### config.mk
export PLATFORM = sky130hd
export DESIGN_NAME = rbm_reset_boot
export DESIGN_NICKNAME = d
export VERILOG_FILES = /design/src/rtl/rbm_pkg.sv /design/src/rtl/rbm_reset_boot.sv
export SDC_FILE = /design/constraint.sdc
export NUM_CORES = 1
export LEC_CHECK = 0
export ABC_AREA = 1
export BUFFER_PORTS_ARGS = -buffer_cell sky130_fd_sc_hd__buf_2
export CAP_MARGIN = 20
export CORE_MARGIN = 4
export CORE_UTILIZATION = 47
export DETAILED_ROUTE_END_ITERATION = 12
export GPL_TIMING_DRIVEN = 0
export PLACE_DENSITY = 0.77
export SYNTH_ARGS = -nofsm -noshare
export SYNTH_HDL_FRONTEND = slang
export SYNTH_SLANG_ARGS = --single-unit
### constraint.sdc
create_clock -name clock -period 1.4 [get_ports clock]
set_input_delay 0.42 -clock clock [delete_from_list [all_inputs] [get_ports clock]]
set_output_delay 0.42 -clock clock [all_outputs]
set_load 0.03 [all_outputs]
### src/rtl/rbm_pkg.sv
// constants shared by the reset and boot-mode block
package rbm_pkg;
  // ****************************************
  // reset sequencing
  // ****************************************
  localparam int RBM_RELEASE_CYCLES = 32; // internal clocks from release to deassert
  localparam int RBM_POR_CYCLES = 16; // power-on reset stretch
  localparam int RBM_CNT_W = 8; // width of the reset counters
  localparam logic [7:0] RBM_CNT_RESET = 8'h00; // counter value in reset
  // ****************************************
  // boot and clock source encodings
  // ****************************************
  localparam logic RBM_BOOT_INTERNAL = 1'b0; // mode 0
  localparam logic RBM_BOOT_EXTERNAL = 1'b1; // mode 1
  localparam logic [1:0] RBM_CLK_CRYSTAL = 2'h0; // crystal
  localparam logic [1:0] RBM_CLK_RESONATOR = 2'h1; // ceramic resonator, default
  localparam logic [1:0] RBM_CLK_EXTERNAL = 2'h2; // external clock signal
  // ****************************************
  // pull-up disable bit positions
  // ****************************************
  localparam int RBM_NUM_IRQ = 2; // interrupt request inputs
  localparam int RBM_PUD_BOOT = 2; // boot strap pull-up off bit
  localparam int RBM_PUD_EMI = 3; // memory mode strap pull-up off bit
  localparam int RBM_PUD_W = 4; // pull-up disable width
  localparam logic [3:0] RBM_PUD_RESET = 4'h0; // all pull-ups on after reset
  // reset sequencer states
  typedef enum logic [2:0] {
    RBM_ST_POR = 3'h1, // power-on stretch
    RBM_ST_HOLD = 3'h2, // counting after release
    RBM_ST_RUN = 3'h4 // internal reset released
  } rbm_state_e;
endpackage

### src/rtl/rbm_reset_boot.sv
// reset sequencer, boot mode selection, irq sensing and pull-up control
// Overview of operation
// - each irq input level or falling edge
// - disable bit turns that irq pull-up off
// - low reset input holds device in reset
// - internal reset released after fixed clock count
// - power-on circuit asserts internal reset
// - reset output follows internal chip reset
// - boot strap masked low internally: boot always internal
// - memory mode strap masked low internally: memory mode always off
// - clock from crystal, resonator or external
`timescale 1ns/10ps
`default_nettype none
module rbm_reset_boot
  import rbm_pkg::*;
#(
  parameter int NUM_IRQ = RBM_NUM_IRQ,
  parameter int RELEASE_CYCLES = RBM_RELEASE_CYCLES,
  parameter int POR_CYCLES = RBM_POR_CYCLES
) (
  input wire logic clock, // 10 MHz system clock
  input wire logic rst_n, // external reset, active low
  input wire logic power_on, // low until supply is valid
  input wire logic flash_unsecured, // flash security state
  input wire logic external_boot_strap, // boot strap pin level
  input wire logic ext_mem_mode_strap, // memory mode strap pin level
  input wire logic [1:0] clock_src_sel, // clock source choice
  input wire logic [NUM_IRQ-1:0] ext_irq_a, // external irq pins
  input wire logic [NUM_IRQ-1:0] irq_edge_mode, // 1 = falling edge, 0 = level
  input wire logic [NUM_IRQ-1:0] irq_ack, // clears a latched edge
  input wire logic pud_we, // boot software write strobe
  input wire logic [RBM_PUD_W-1:0] pud_wdata, // pull-up disable write data
  output logic [RBM_PUD_W-1:0] pullup_disable_reg, // pull-up disable state
  output logic [NUM_IRQ-1:0] irq_pullup_en, // pull-up enables on irq pins
  output logic boot_strap_pullup_off, // boot strap pull-up off
  output logic emi_strap_pullup_off, // memory strap pull-up off
  output logic [NUM_IRQ-1:0] irq_req, // interrupt requests to core
  output logic chip_reset_n, // internal chip reset, active low
  output logic reset_out, // reset pin, high in reset
  output logic boot_mode, // 1 = external boot
  output logic ext_mem_mode, // memory mode latched at reset
  output logic [1:0] clock_synth // selected clock source
);
  // ****************************************
  // reset sequencer
  // ****************************************
  rbm_state_e state; // sequencer state
  rbm_state_e next_state; // next state
  logic [RBM_CNT_W-1:0] cnt; // cycle counter
  logic [RBM_CNT_W-1:0] next_cnt; // next counter value
  wire por_done = (cnt >= RBM_CNT_W'(POR_CYCLES - 1)); // stretch elapsed
  wire rel_done = (cnt >= RBM_CNT_W'(RELEASE_CYCLES - 1)); // release count elapsed

  // next state decode
  always_comb begin
    next_state = state;
    next_cnt = cnt + 8'h01;
    unique case (state)
      RBM_ST_POR: begin
        if (por_done) begin
          next_state = RBM_ST_HOLD;
          next_cnt = RBM_CNT_RESET;
        end
      end
      RBM_ST_HOLD: begin
        if (rel_done) begin
          next_state = RBM_ST_RUN;
          next_cnt = RBM_CNT_RESET;
        end
      end
      RBM_ST_RUN: begin
        next_cnt = RBM_CNT_RESET; // idle
      end
      default: begin
        next_state = RBM_ST_POR;
        next_cnt = RBM_CNT_RESET;
      end
    endcase
  end

  // state register; power loss restarts the stretch
  always_ff @(posedge clock) begin
    if (!power_on) begin
      state <= RBM_ST_POR;
      cnt <= RBM_CNT_RESET;
    end else if (!rst_n) begin
      state <= (state == RBM_ST_POR) ? RBM_ST_POR : RBM_ST_HOLD;
      cnt <= (state == RBM_ST_POR) ? next_cnt : RBM_CNT_RESET;
    end else begin
      state <= next_state;
      cnt <= next_cnt;
    end
  end

  // ****************************************
  // reset outputs
  // ****************************************
  wire in_reset = (state != RBM_ST_RUN); // internal chip reset active
  wire rel_edge = (state == RBM_ST_HOLD) && rel_done && rst_n && power_on; // last reset cycle
  assign chip_reset_n = !in_reset;
  assign reset_out = in_reset;

  // ****************************************
  // boot mode latch at reset release
  // ****************************************
  wire boot_strap_int = 1'b0 & external_boot_strap;
  wire emi_strap_int = 1'b0 & ext_mem_mode_strap;
  wire boot_sel = (boot_strap_int && flash_unsecured) ? RBM_BOOT_EXTERNAL
                                                      : RBM_BOOT_INTERNAL;

  // straps captured in the last reset cycle
  always_ff @(posedge clock) begin
    if (!power_on) begin
      boot_mode <= RBM_BOOT_INTERNAL;
      ext_mem_mode <= 1'b0;
      clock_synth <= RBM_CLK_RESONATOR;
    end else if (rel_edge) begin
      boot_mode <= boot_sel;
      ext_mem_mode <= boot_sel && emi_strap_int;
      clock_synth <= (clock_src_sel == 2'h3) ? RBM_CLK_RESONATOR : clock_src_sel;
    end
  end

  // ****************************************
  // pull-up disable register
  // ****************************************
  // written by boot software, cleared by chip reset
  always_ff @(posedge clock) begin
    if (in_reset) begin
      pullup_disable_reg <= RBM_PUD_RESET;
    end else if (pud_we) begin
      pullup_disable_reg <= pud_wdata;
    end
  end
  assign boot_strap_pullup_off = pullup_disable_reg[RBM_PUD_BOOT];
  assign emi_strap_pullup_off = pullup_disable_reg[RBM_PUD_EMI];

  // ****************************************
  // external interrupt sensing
  // ****************************************
  logic [NUM_IRQ-1:0] irq_prev; // previous pin level
  logic [NUM_IRQ-1:0] irq_edge; // latched falling edge
  genvar gi;
  generate
    for (gi = 0; gi < NUM_IRQ; gi++) begin : g_irq
      wire fall = irq_prev[gi] && !ext_irq_a[gi]; // falling edge seen
      // edge latch; a new edge beats an acknowledge
      always_ff @(posedge clock) begin
        if (in_reset) begin
          irq_prev[gi] <= 1'b1;
          irq_edge[gi] <= 1'b0;
        end else begin
          irq_prev[gi] <= ext_irq_a[gi];
          irq_edge[gi] <= fall || (irq_edge[gi] && !irq_ack[gi]);
        end
      end
      assign irq_req[gi] = irq_edge_mode[gi] ? irq_edge[gi] : !ext_irq_a[gi];
      assign irq_pullup_en[gi] = !pullup_disable_reg[gi];
    end
  endgenerate

  // counts held-reset cycles apart from the sequencer counter
  logic [RBM_CNT_W-1:0] chk_rel_cnt; // release cycles seen so far
  always_ff @(posedge clock) begin
    if (state == RBM_ST_HOLD && rst_n && power_on) begin
      chk_rel_cnt <= chk_rel_cnt + 8'h01; // still counting out
    end else begin
      chk_rel_cnt <= RBM_CNT_RESET; // any other state restarts it
    end
  end
endmodule
`default_nettype wire

-- Word level (Yosys, flattened, before mapping)
Cells that the tools add are included.
Widths: inputs -> output; s select.
- add/sub/neg operators: 1
- $mul: 0
- divide/modulo/power cells: 0
- magnitude comparators: 2
- eq/ne operators: 8
- shift operators: 0
- mux-type cells: 13
- bitwise gates (word level): 0
- reduce and logical (&&, ||, !) cells: 17
- operator list (operator ; number):
    $mux 8 ; 4
    $pmux 8 s2 ; 1
    $mux 3 ; 3
    $ne 3x3->1 const B ; 3
    $pmux 3 s3 ; 1
    $add 8x1->8 const B ; 1
    $ge 8x4->1 const B ; 1
    $ge 8x5->1 const B ; 1
    $logic_and 1x1->1 ; 7
    $logic_not 1->1 ; 7
    $mux 2 ; 2
    $eq 3x1->1 const B ; 1
    $eq 3x2->1 const B ; 1
    $eq 3x3->1 const B ; 1
    $reduce_and 3->1 ; 1
    $eq 2x2->1 const B ; 1
    $logic_or 1x1->1 ; 2
    $mux 1 ; 2
    $ne 2x2->1 const B ; 1
- register bits: 21
- bits in latches: 0
- bits in writable memories: 0
- ROM bits: 0
- input bits: 19
- output and inout bits: 16
- logic and storage cells: 49
- memories: 0

-- Logic depth before layout (Yosys ltp)
Gate-level depths: netlist (run 1).
- word-level depth: 5
- gate-level depth with buffers: 9
- depth with buffers taken out: 9

-- Worst setup path after synthesis (run 1)
No wires, ideal clock.
- kind: input port to output port
- from: in ext_irq_a[0]
- to: out irq_req[0]
- arrival: 1110 ps
- data required time: 980 ps
- path slack: -130 ps
- stages: 1
- buffers on the path: 0
- path through: o21ai_0
- cells in the longest elaborated chain, start to end: 2
- ends and longest elaborated chain (item ; line ; text):
    from (decl) ; rbm_reset_boot.sv:28 ; input wire logic [NUM_IRQ-1:0] ext_irq_a,
    $logic_not 1->1 ; rbm_reset_boot.sv:157 ; assign irq_req[gi] = irq_edge_mode[gi] ? irq_edge[gi] : !ext_irq_a[gi];
    $mux 1 ; rbm_reset_boot.sv:157 ;
    to (decl) ; rbm_reset_boot.sv:37 ; output logic [NUM_IRQ-1:0] irq_req,
No other way between the ends.

-- Worst setup path in the final report (run 1)
- from: reg state[1]
- to: out chip_reset_n
- cells in the longest elaborated chain, start to end: 2
- ends and longest elaborated chain (item ; line ; text):
    from (decl) ; rbm_reset_boot.sv:47 ; rbm_state_e state;
    from (signal assigned) ; rbm_reset_boot.sv:87 ; state <= (state == RBM_ST_POR) ? RBM_ST_POR : RBM_ST_HOLD;
    from (signal assigned) ; rbm_reset_boot.sv:90 ; state <= next_state;
    $ne 3x3->1 ; rbm_reset_boot.sv:98 ; wire in_reset = (state != RBM_ST_RUN);
    $logic_not 1->1 ; rbm_reset_boot.sv:100 ; assign chip_reset_n = !in_reset;
    to (decl) ; rbm_reset_boot.sv:38 ; output logic chip_reset_n,
No other way between the ends.

==> results of run 1 <==
kinds of logic after synthesis:
group / after synthesis / synth area share
simple gates: 54 / 0.272
compound gates: 17 / 0.104
fa+ha+maj: 1 / 0.0134
other cells: 1 / 0.00401
xor+xnor: 2 / 0.0187
flops: 21 / 0.450
buf+inv: 30 / 0.138
final cells by class:
class,count,area [um^2],area share
clock buffers,4,26.3,0.0211
multi-input cells,78,423,0.340
repair buffers,34,201,0.162
well taps,25,31.3,0.0252
inverters,25,96.3,0.0775
flip-flops and latches,21,430,0.346
plain buffers,5,35.0,0.0282
through the flow:
step                      instances  power [W]  area, um^2  utilization
after global placement          182   0.000862        1120        0.620
after CTS                       191    0.00119        1200        0.668
after floorplan                 129   0.000817         946            -
after detailed placement        182   0.000870        1120        0.620
final                           192    0.00120        1240        0.690
after global routing            192    0.00125        1240        0.690
layer usage:
metal  vias up  global-route usage  share of wire
met3         4              0.0370          0.073
li1        466                   -              -
met2        35               0.287           0.49
met1       386               0.180           0.42
met5         -                   0              0
met4         0              0.0511          0.012
repair_timing:
item                       CTS  global route
setup endpoints to repair    2            10
gates resized for setup     10            15
buffers inserted             5             1
pin swaps                    1             3
final timing paths:
path / from / to / cells after the start
setup reg to reg: cnt[1]$_SDFF_PN0_ / state[1]$_SDFFE_PN0P_ / 8
hold reg to reg: irq_prev[0]$_SDFF_PN1_ / irq_edge[0]$_SDFF_PN0_ / 2
hold / removal: power_on / clock_synth[0]$_SDFFE_PN1P_ / 2
setup / recovery: state[1]$_SDFFE_PN0P_ / chip_reset_n / 4
cell usage in the layout, fill, tap and decap left out:
cell,synthesis,routed
xor2_1,2,2
o21ai_2,0,1
buf_2,1,24
nor3_1,1,1
dfxtp_1,21,13
nand2_1,27,26
buf_6,0,1
buf_4,4,13
a31oi_1,1,1
clkbuf_1,0,1
conb_1,1,4
a21oi_2,1,1
ha_2,0,1
nand3_2,2,3
clkbuf_4,0,4
nand3_4,0,1
nand3b_1,1,1
inv_4,0,1
nor3_2,1,1
nand3_1,7,5
a21oi_1,9,9
nand2_2,2,3
nor2_1,10,10
o21ai_1,0,1
dfxtp_2,0,8
a32oi_1,2,2
nor3b_2,1,1
nor2_2,2,2
o21ai_0,4,2
inv_2,3,4
inv_1,22,20
critical path: cells and delay by family, from the launching register on:
kind | cells | cell delay (ns)
DFF | 1 | 0.34
and+or+nand+nor | 1 | 0.10
buffers and inverters | 3 | 0.26
power groups by stage:
stage | Combinational, W | Clock (W) | Sequential (W)
final | 0.000270 | 0.000288 | 0.000643
after global routing | 0.000296 | 0.000311 | 0.000645
after CTS | 0.000256 | 0.000292 | 0.000642
after detailed placement | 0.000214 | 0 | 0.000656
after global placement | 0.000207 | 0 | 0.000655
after floorplan | 0.000160 | 0 | 0.000657
==> impl_metrics.env, run 1 <==
export IMPL_postRouteAntennaNets=0
export IMPL_grt_usage=0.158
export IMPL_drc=0
export IMPL_fin_ws_ns=-0.0219
export IMPL_finalCriticalPeriod_ns=1.42
export IMPL_p_seq_frac=0.536
export IMPL_ys_seq_area_frac=0.450
export IMPL_coreArea_um2=1800
export IMPL_diodes=0
export IMPL_slew_viol_final=0
export IMPL_post_place_ws_ns=-0.00365
export IMPL_wirelength_um=2040
export IMPL_period_share=1.02
export IMPL_p_switching_w=0.000352
export IMPL_critPathLaunchType="register"
export IMPL_numCtsBuffers=3
export IMPL_holdBufCountCts=0
export IMPL_root_buffer="clkbuf_4"
export IMPL_routabilityCongestion=0.850
export IMPL_synth_async_sr_flop_share=0
export IMPL_worstSetupPathType="register to primary output"
export IMPL_yosysTopAreaCell="dfxtp_1"
export IMPL_skew_ns=0.00366
export IMPL_grt_max_degree=12
export IMPL_leakage_nw=0.612
export IMPL_place_hpwl_um=1440
export IMPL_status="complete, but fails checks"
export IMPL_cp_slowest_stage_delay_ns=0.34
export IMPL_violations="negative setup slack"
export IMPL_path_max_fanout=4
export IMPL_antenna_found_initial=0
export IMPL_internal_power_w=0.000849
export IMPL_clock_latency_ns=0.30
export IMPL_drive_above_1_share=0.413
export IMPL_hp_class="input pin to register"
export IMPL_required_ns=0.98
export IMPL_yosysMostFrequentCell="nand2_1"
export IMPL_clockBufferDepth=2
export IMPL_maxCapViolations=0
export IMPL_num_rows=15
export IMPL_endpoint_kind="primary output"
export IMPL_slowest_stage="dfxtp_2"
export IMPL_vias=891
export IMPL_cts_tree="done"
export IMPL_fin_setup_tns_ns=-0.0375
export IMPL_ctsHtreeMaxLevel=1
export IMPL_rsz0062_at_grt="yes"
export IMPL_routed_via_density=4.64
export IMPL_synthCells=126
export IMPL_worstPathArrival_ns=1.00
export IMPL_dr_pass1_iters=6
export IMPL_combPwrFrac=0.225
export IMPL_die_h_um=52.6
export IMPL_yosys_warnings=0
export IMPL_hold_viol=0
export IMPL_syn_to_final_growth_pct=33.1
export IMPL_synth_area_um2=935
export IMPL_die_width_um=52.6
export IMPL_fmax_mhz=703
export IMPL_finalNetCount=188
export IMPL_p_sw_frac=0.293
export IMPL_setup_viol=2
export IMPL_first_global_vias=838
export IMPL_ys_flop_type="dfxtp_1"
export IMPL_port_buffers=28
export IMPL_largest_reg_flops=8
export IMPL_avgSynthCellArea_um2=7.42
export IMPL_grt_first_pass_wirelength_um=3280
export IMPL_initial_utilization=0.519
export IMPL_wl_per_cell_um=10.6
export IMPL_drt_first_iter_violations=30
export IMPL_fillers=156
export IMPL_hold_worst_slack_ns=0.317
export IMPL_yosys_register_bits=21
export IMPL_yosys_top_cells_count="27 x nand2_1, 22 x inv_1, 21 x dfxtp_1"
export IMPL_globalRouteOverflowTotal=0
export IMPL_pwr_share_clk=0.239
export IMPL_crit_chain="inv_2 > nand3_4 > inv_4 > buf_6"
export IMPL_peakVddDrop_mv=0.820
export IMPL_pin_count=35
export IMPL_synth_edf_count=0
export IMPL_powerDensity_nw_per_um2=966
export IMPL_dieArea_um2=2770
export IMPL_synthTopCellsByArea="dfxtp_1 45%, nand2_1 11%, inv_1 8.8%"
export IMPL_synth_top_cell_area_share=0.450
export IMPL_yosysUniqueCellTypes=23
export IMPL_clock_sinks=21
export IMPL_r2r_slack_ns=0.10
export IMPL_path_clk_slew_ns=0.11
(Power assumes the default switching activity.)
==> inputs of run 2 (changes only) <==
Settings changed: GPL_TIMING_DRIVEN 0 to not set.
==> run 2 against run 1 <==
Net effect:
- sequential cell count stayed put
- sequential power is essentially flat
- design area rose by 1.0%
- the flow still finishes with violations (negative setup slack)
- critical path depth stayed put
- critical path type unchanged
- total power grew 2.4%
- maximum frequency decreased by 1.2%
- combinational power is 13% higher
==> impl_metrics.env, run 2 (same netlist as run 1, synthesis figures left out) <==
export IMPL_status="complete, but fails checks"
export IMPL_violations="negative setup slack"
export IMPL_worstPathArrival_ns=1.02
export IMPL_routed_via_density=4.67
export IMPL_busiest_layer="met2"
export IMPL_fillers=151
export IMPL_path_max_fanout=5
export IMPL_cp_slowest_stage_delay_ns=0.34
export IMPL_dpl_cell_area_um2=1100
export IMPL_clockBufferDepth=2
export IMPL_critPathLaunchType="register"
export IMPL_grtUsageMet2=0.306
export IMPL_wirelength_um=2060
export IMPL_finalCriticalPeriod_ns=1.44
export IMPL_diodes=0
export IMPL_postRouteAntennaNets=0
export IMPL_required_ns=0.98
export IMPL_drt_first_iter_violations=4
export IMPL_powerDensity_nw_per_um2=980
export IMPL_p_total_w=0.00123
export IMPL_die_h_um=52.6
export IMPL_crit_top_cell="inv_2"
export IMPL_port_buffers=29
export IMPL_gr_usage_met1=0.157
export IMPL_root_buffer="clkbuf_4"
export IMPL_fmax_mhz=695
export IMPL_slowest_stage="dfxtp_2"
export IMPL_path_buf_inv=3
export IMPL_hp_class="input pin to register"
export IMPL_holdBufCountCts=0
export IMPL_routabilityCongestion=0.842
export IMPL_grt_max_degree=12
export IMPL_crit_chain="inv_2 > nand3_4 > inv_2 > buf_6"
export IMPL_fin_area_um2=1260
export IMPL_numCtsBuffers=3
export IMPL_final_common_cell="nand2_1"
export IMPL_skew_ns=0.00488
export IMPL_grt_first_pass_wirelength_um=3210
export IMPL_worstSetupPathType="register to primary output"
export IMPL_clock_latency_ns=0.30
export IMPL_place_hpwl_um=1480
export IMPL_endpoint_kind="primary output"
export IMPL_peakVddDrop_mv=0.780
export IMPL_post_place_ws_ns=0.0900
export IMPL_die_width_um=52.6
export IMPL_globalRouteOverflowTotal=0
export IMPL_grt_met3_usage=0.0370
export IMPL_setup_viol=2
export IMPL_syn_to_final_growth_pct=34.4
export IMPL_pin_count=35
export IMPL_vias=901
export IMPL_hold_viol=0
export IMPL_ctsHtreeMaxLevel=1
export IMPL_period_share=1.03
export IMPL_initial_utilization=0.519
export IMPL_rsz0062_at_grt="yes"
export IMPL_final_core_util=0.697
export IMPL_layout_common_cells="26 x nand2_1, 25 x buf_2, 20 x inv_1, 15 x dfxtp_1, 14 x buf_4"
export IMPL_largest_reg_flops=8
export IMPL_finalNetCount=189
export IMPL_hold_worst_slack_ns=0.305
export IMPL_cts_tree="done"
export IMPL_clock_sinks=21
export IMPL_maxCapViolations=0
export IMPL_critPathTopFamily="flip-flops"
export IMPL_path_clk_slew_ns=0.11
export IMPL_wl_per_cell_um=10.7
export IMPL_num_rows=15
export IMPL_dr_pass1_iters=4
export IMPL_drc=0
export IMPL_fin_ws_ns=-0.0394
export IMPL_antenna_found_initial=0
export IMPL_grt_usage=0.159
export IMPL_coreArea_um2=1800
export IMPL_slew_viol_final=0
export IMPL_drive_above_1_share=0.405
export IMPL_leakage_nw=0.620
export IMPL_first_global_vias=851
export IMPL_dieArea_um2=2770
-- run 2: cell types whose count changed in the layout (fill, tap and decap cells not counted), sizes merged --
cell	change
buf	+2
clkbuf	-1
-- run 2: path summary, 6_finish.rpt --
path	startpoint	to	slack (ns)	depth (start not counted)
max reg2reg	state[1]$_SDFFE_PN0P_	state[0]$_SDFFE_PN1P_	0.08	10
min	power_on	clock_synth[0]$_SDFFE_PN1P_	0.31	2
max	state[1]$_SDFFE_PN0P_	chip_reset_n	-0.04	4
min reg2reg	cnt[0]$_SDFF_PN0_	cnt[0]$_SDFF_PN0_	0.42	1
-- run 2: layout make-up --
class | count | area (um^2) | area share
inverters | 25 | 93.8 | 0.0747
well taps | 25 | 31.3 | 0.0249
multi-input cells | 78 | 435 | 0.347
repair buffers | 40 | 241 | 0.192
clock buffers | 4 | 26.3 | 0.0209
flip-flops and latches | 21 | 428 | 0.341
-- run 2: per-layer routing --
metal	vias up	share of wire
li1	470	-
met1	399	0.43
met2	27	0.49
met3	5	0.062
met4	0	0.018
met5	-	0
-- run 2: what timing repair did --
item,in CTS,in global routing
pin swaps,0,4
setup endpoints to repair,2,7
resized for setup,8,15
hold endpoints to repair,0,0
buffers inserted,6,3
-- run 2: power breakdown --
part	switching, W	leakage (nW)	internal, W
sequential	0.0000151	0.173	0.000628
combinational	0.000177	0.433	0.000127
clock	0.000173	0.0150	0.000111
total	0.000365	0.620	0.000866
-- run 2: metrics by stage --
step	setup TNS, ns	std cells
2_1_floorplan	0	129
3_3_place_gp	0	180
3_5_place_dp	0	180
4_1_cts	-0.00582	190
5_1_grt	-0.163	193
6_report	-0.0540	193
==> inputs of run 3 (changes only) <==
Settings changed: CORE_UTILIZATION 47 to 42, PLACE_DENSITY 0.77 to 0.73.
Clock period 1.4 ns to 1.3 ns, I/O delays scaled along.
==> run 3 against run 2 <==
Net effect:
- the flow still finishes with violations (negative setup slack)
- worst hold slack got worse by 0.036 ns
- cell count rose by 0.52%
- non-clock buffer count down 1
- critical path depth stayed put
- clock skew decreased by 0.0013 ns
- critical path type unchanged
- largest cell class unchanged
==> impl_metrics.env, run 3 (same netlist as run 1, synthesis figures left out) <==
export IMPL_period_share=1.09
export IMPL_fmax_mhz=706
export IMPL_skew_ns=0.00357
export IMPL_vias=893
export IMPL_cp_slowest_stage_delay_ns=0.37
export IMPL_globalRouteOverflowTotal=0
export IMPL_final_core_util=0.648
export IMPL_wl_met1_um=793
export IMPL_maxCapViolations=0
export IMPL_rsz0062_at_grt="yes"
export IMPL_multi_input_area_um2=475
export IMPL_grt_first_pass_wirelength_um=2900
export IMPL_numCtsBuffers=3
export IMPL_powerDensity_nw_per_um2=1000
export IMPL_combPwrFrac=0.244
export IMPL_wirelength_um=1930
export IMPL_required_ns=0.91
export IMPL_crit_chain="inv_4 > nand3_4 > clkinvlp_4 > buf_6"
export IMPL_hp_class="input pin to register"
export IMPL_critPathLaunchType="register"
export IMPL_dieArea_um2=3040
export IMPL_fin_ws_ns=-0.116
export IMPL_peakVddDrop_mv=0.780
export IMPL_pwr_share_clk=0.229
export IMPL_top_layer="met4"
export IMPL_p_switching_w=0.000400
export IMPL_drt_first_iter_violations=16
export IMPL_fin_setup_tns_ns=-0.209
export IMPL_clock_sinks=21
export IMPL_dr_pass1_iters=4
export IMPL_setup_viol=3
export IMPL_syn_to_final_growth_pct=41.6
export IMPL_drive_above_1_share=0.473
export IMPL_worstSetupPathType="register to primary output"
export IMPL_met3_length_um=143
export IMPL_slew_viol_final=0
export IMPL_clockBufferDepth=2
export IMPL_violations="negative setup slack"
export IMPL_wl_per_cell_um=9.95
export IMPL_grt_usage=0.135
export IMPL_p_sw_frac=0.301
export IMPL_largest_reg_flops=8
export IMPL_leakage_nw=0.612
export IMPL_final_common_cell="nand2_1"
export IMPL_hold_worst_slack_ns=0.270
export IMPL_die_width_um=55.2
export IMPL_initial_utilization=0.458
export IMPL_finalCriticalPeriod_ns=1.42
export IMPL_grt_max_degree=12
export IMPL_diodes=0
export IMPL_pin_count=35
export IMPL_port_buffers=29
export IMPL_die_h_um=55.2
export IMPL_worstPathArrival_ns=1.03
export IMPL_dr_wl_met2_um=970
export IMPL_status="complete, but fails checks"
export IMPL_first_global_vias=742
export IMPL_layout_common_cells="21 x nand2_1, 20 x inv_1, 19 x buf_2, 13 x buf_4, 12 x dfxtp_1"
export IMPL_path_max_fanout=3
export IMPL_cts_tree="done"
export IMPL_holdBufCountCts=0
export IMPL_ctsHtreeMaxLevel=1
export IMPL_coreArea_um2=2040
export IMPL_place_hpwl_um=1430
export IMPL_antenna_found_initial=0
export IMPL_finalNetCount=188
export IMPL_hold_viol=0
export IMPL_internal_power_w=0.000930
export IMPL_fillers=179
export IMPL_routed_via_density=4.60
export IMPL_path_clk_slew_ns=0.11
export IMPL_p_seq_frac=0.526
export IMPL_post_place_ws_ns=0.0193
export IMPL_fin_area_um2=1320
export IMPL_endpoint_kind="primary output"
export IMPL_dpl_cell_area_um2=1130
export IMPL_root_buffer="clkbuf_4"
export IMPL_num_rows=16
export IMPL_clock_latency_ns=0.30
export IMPL_postRouteAntennaNets=0
export IMPL_slowest_stage="dfxtp_2"
export IMPL_drc=0
export IMPL_routabilityCongestion=0.733
export IMPL_seqCellArea_um2=432
[run 3: cell count changes in the layout (fill, tap and decap cells not counted), moves of 2 or more]
cell      before  now
buf_2         25   19
dfxtp_1       15   12
nor2_1        10    8
nand2_1       26   21
clkbuf_4       3    7
nand2_2        2    8
buf_6          1    3
nor2_4         0    2
inv_2          5    3
dfxtp_2        6    9
[run 3: path summary, 6_finish.rpt]
kind | end | slack (ns) | cells past startpoint | start
worst min-delay path | clock_synth[0]$_SDFFE_PN1P_ | 0.27 | 2 | power_on
worst max-delay path | chip_reset_n | -0.12 | 4 | state[1]$_SDFFE_PN0P_
worst max register to register | cnt[3]$_SDFF_PN0_ | 0.06 | 8 | cnt[0]$_SDFF_PN0_
worst min register to register | irq_edge[0]$_SDFF_PN0_ | 0.44 | 2 | irq_prev[0]$_SDFF_PN1_
[run 3: per-layer routing]
layer	vias up	GRT usage
li1	468	-
met1	391	0.161
met2	30	0.220
met3	4	0.0322
met4	0	0.0729
met5	-	0
[run 3: timing repair]
item	CTS	global route
endpoints found under the setup margin	4	20
cloned	0	0
setup buffers	4	2
gates resized for setup	8	37
pin swaps	1	4
[run 3: critical path: cells and delay by family, from the launching register on]
family | cells | cell delay, ns
buf+inv | 3 | 0.28
flops | 1 | 0.37
simple gates | 1 | 0.08
[run 3: power by group through the flow]
stage | Clock, W | Combinational (W) | Sequential [W]
after floorplan | 0 | 0.000180 | 0.000708
after global placement | 0 | 0.000230 | 0.000706
after detailed placement | 0 | 0.000239 | 0.000708
after CTS | 0.000313 | 0.000274 | 0.000693
after global routing | 0.000341 | 0.000358 | 0.000703
final | 0.000305 | 0.000325 | 0.000700
[run 3: area by class of cell]
| class | instances | area share |
|---|---|---|
| repair buffers | 39 | 0.194 |
| clock buffers | 4 | 0.0198 |
| flip-flops and latches | 21 | 0.326 |
| well taps | 27 | 0.0255 |
| inverters | 25 | 0.0756 |
| multi-input cells | 78 | 0.359 |
[run 3: metrics by stage]
step                std cells  power [W]
floorplan                 129   0.000888
global placement          184   0.000936
detailed placement        184   0.000947
CTS                       192    0.00128
global route              194    0.00140
finish                    194    0.00133
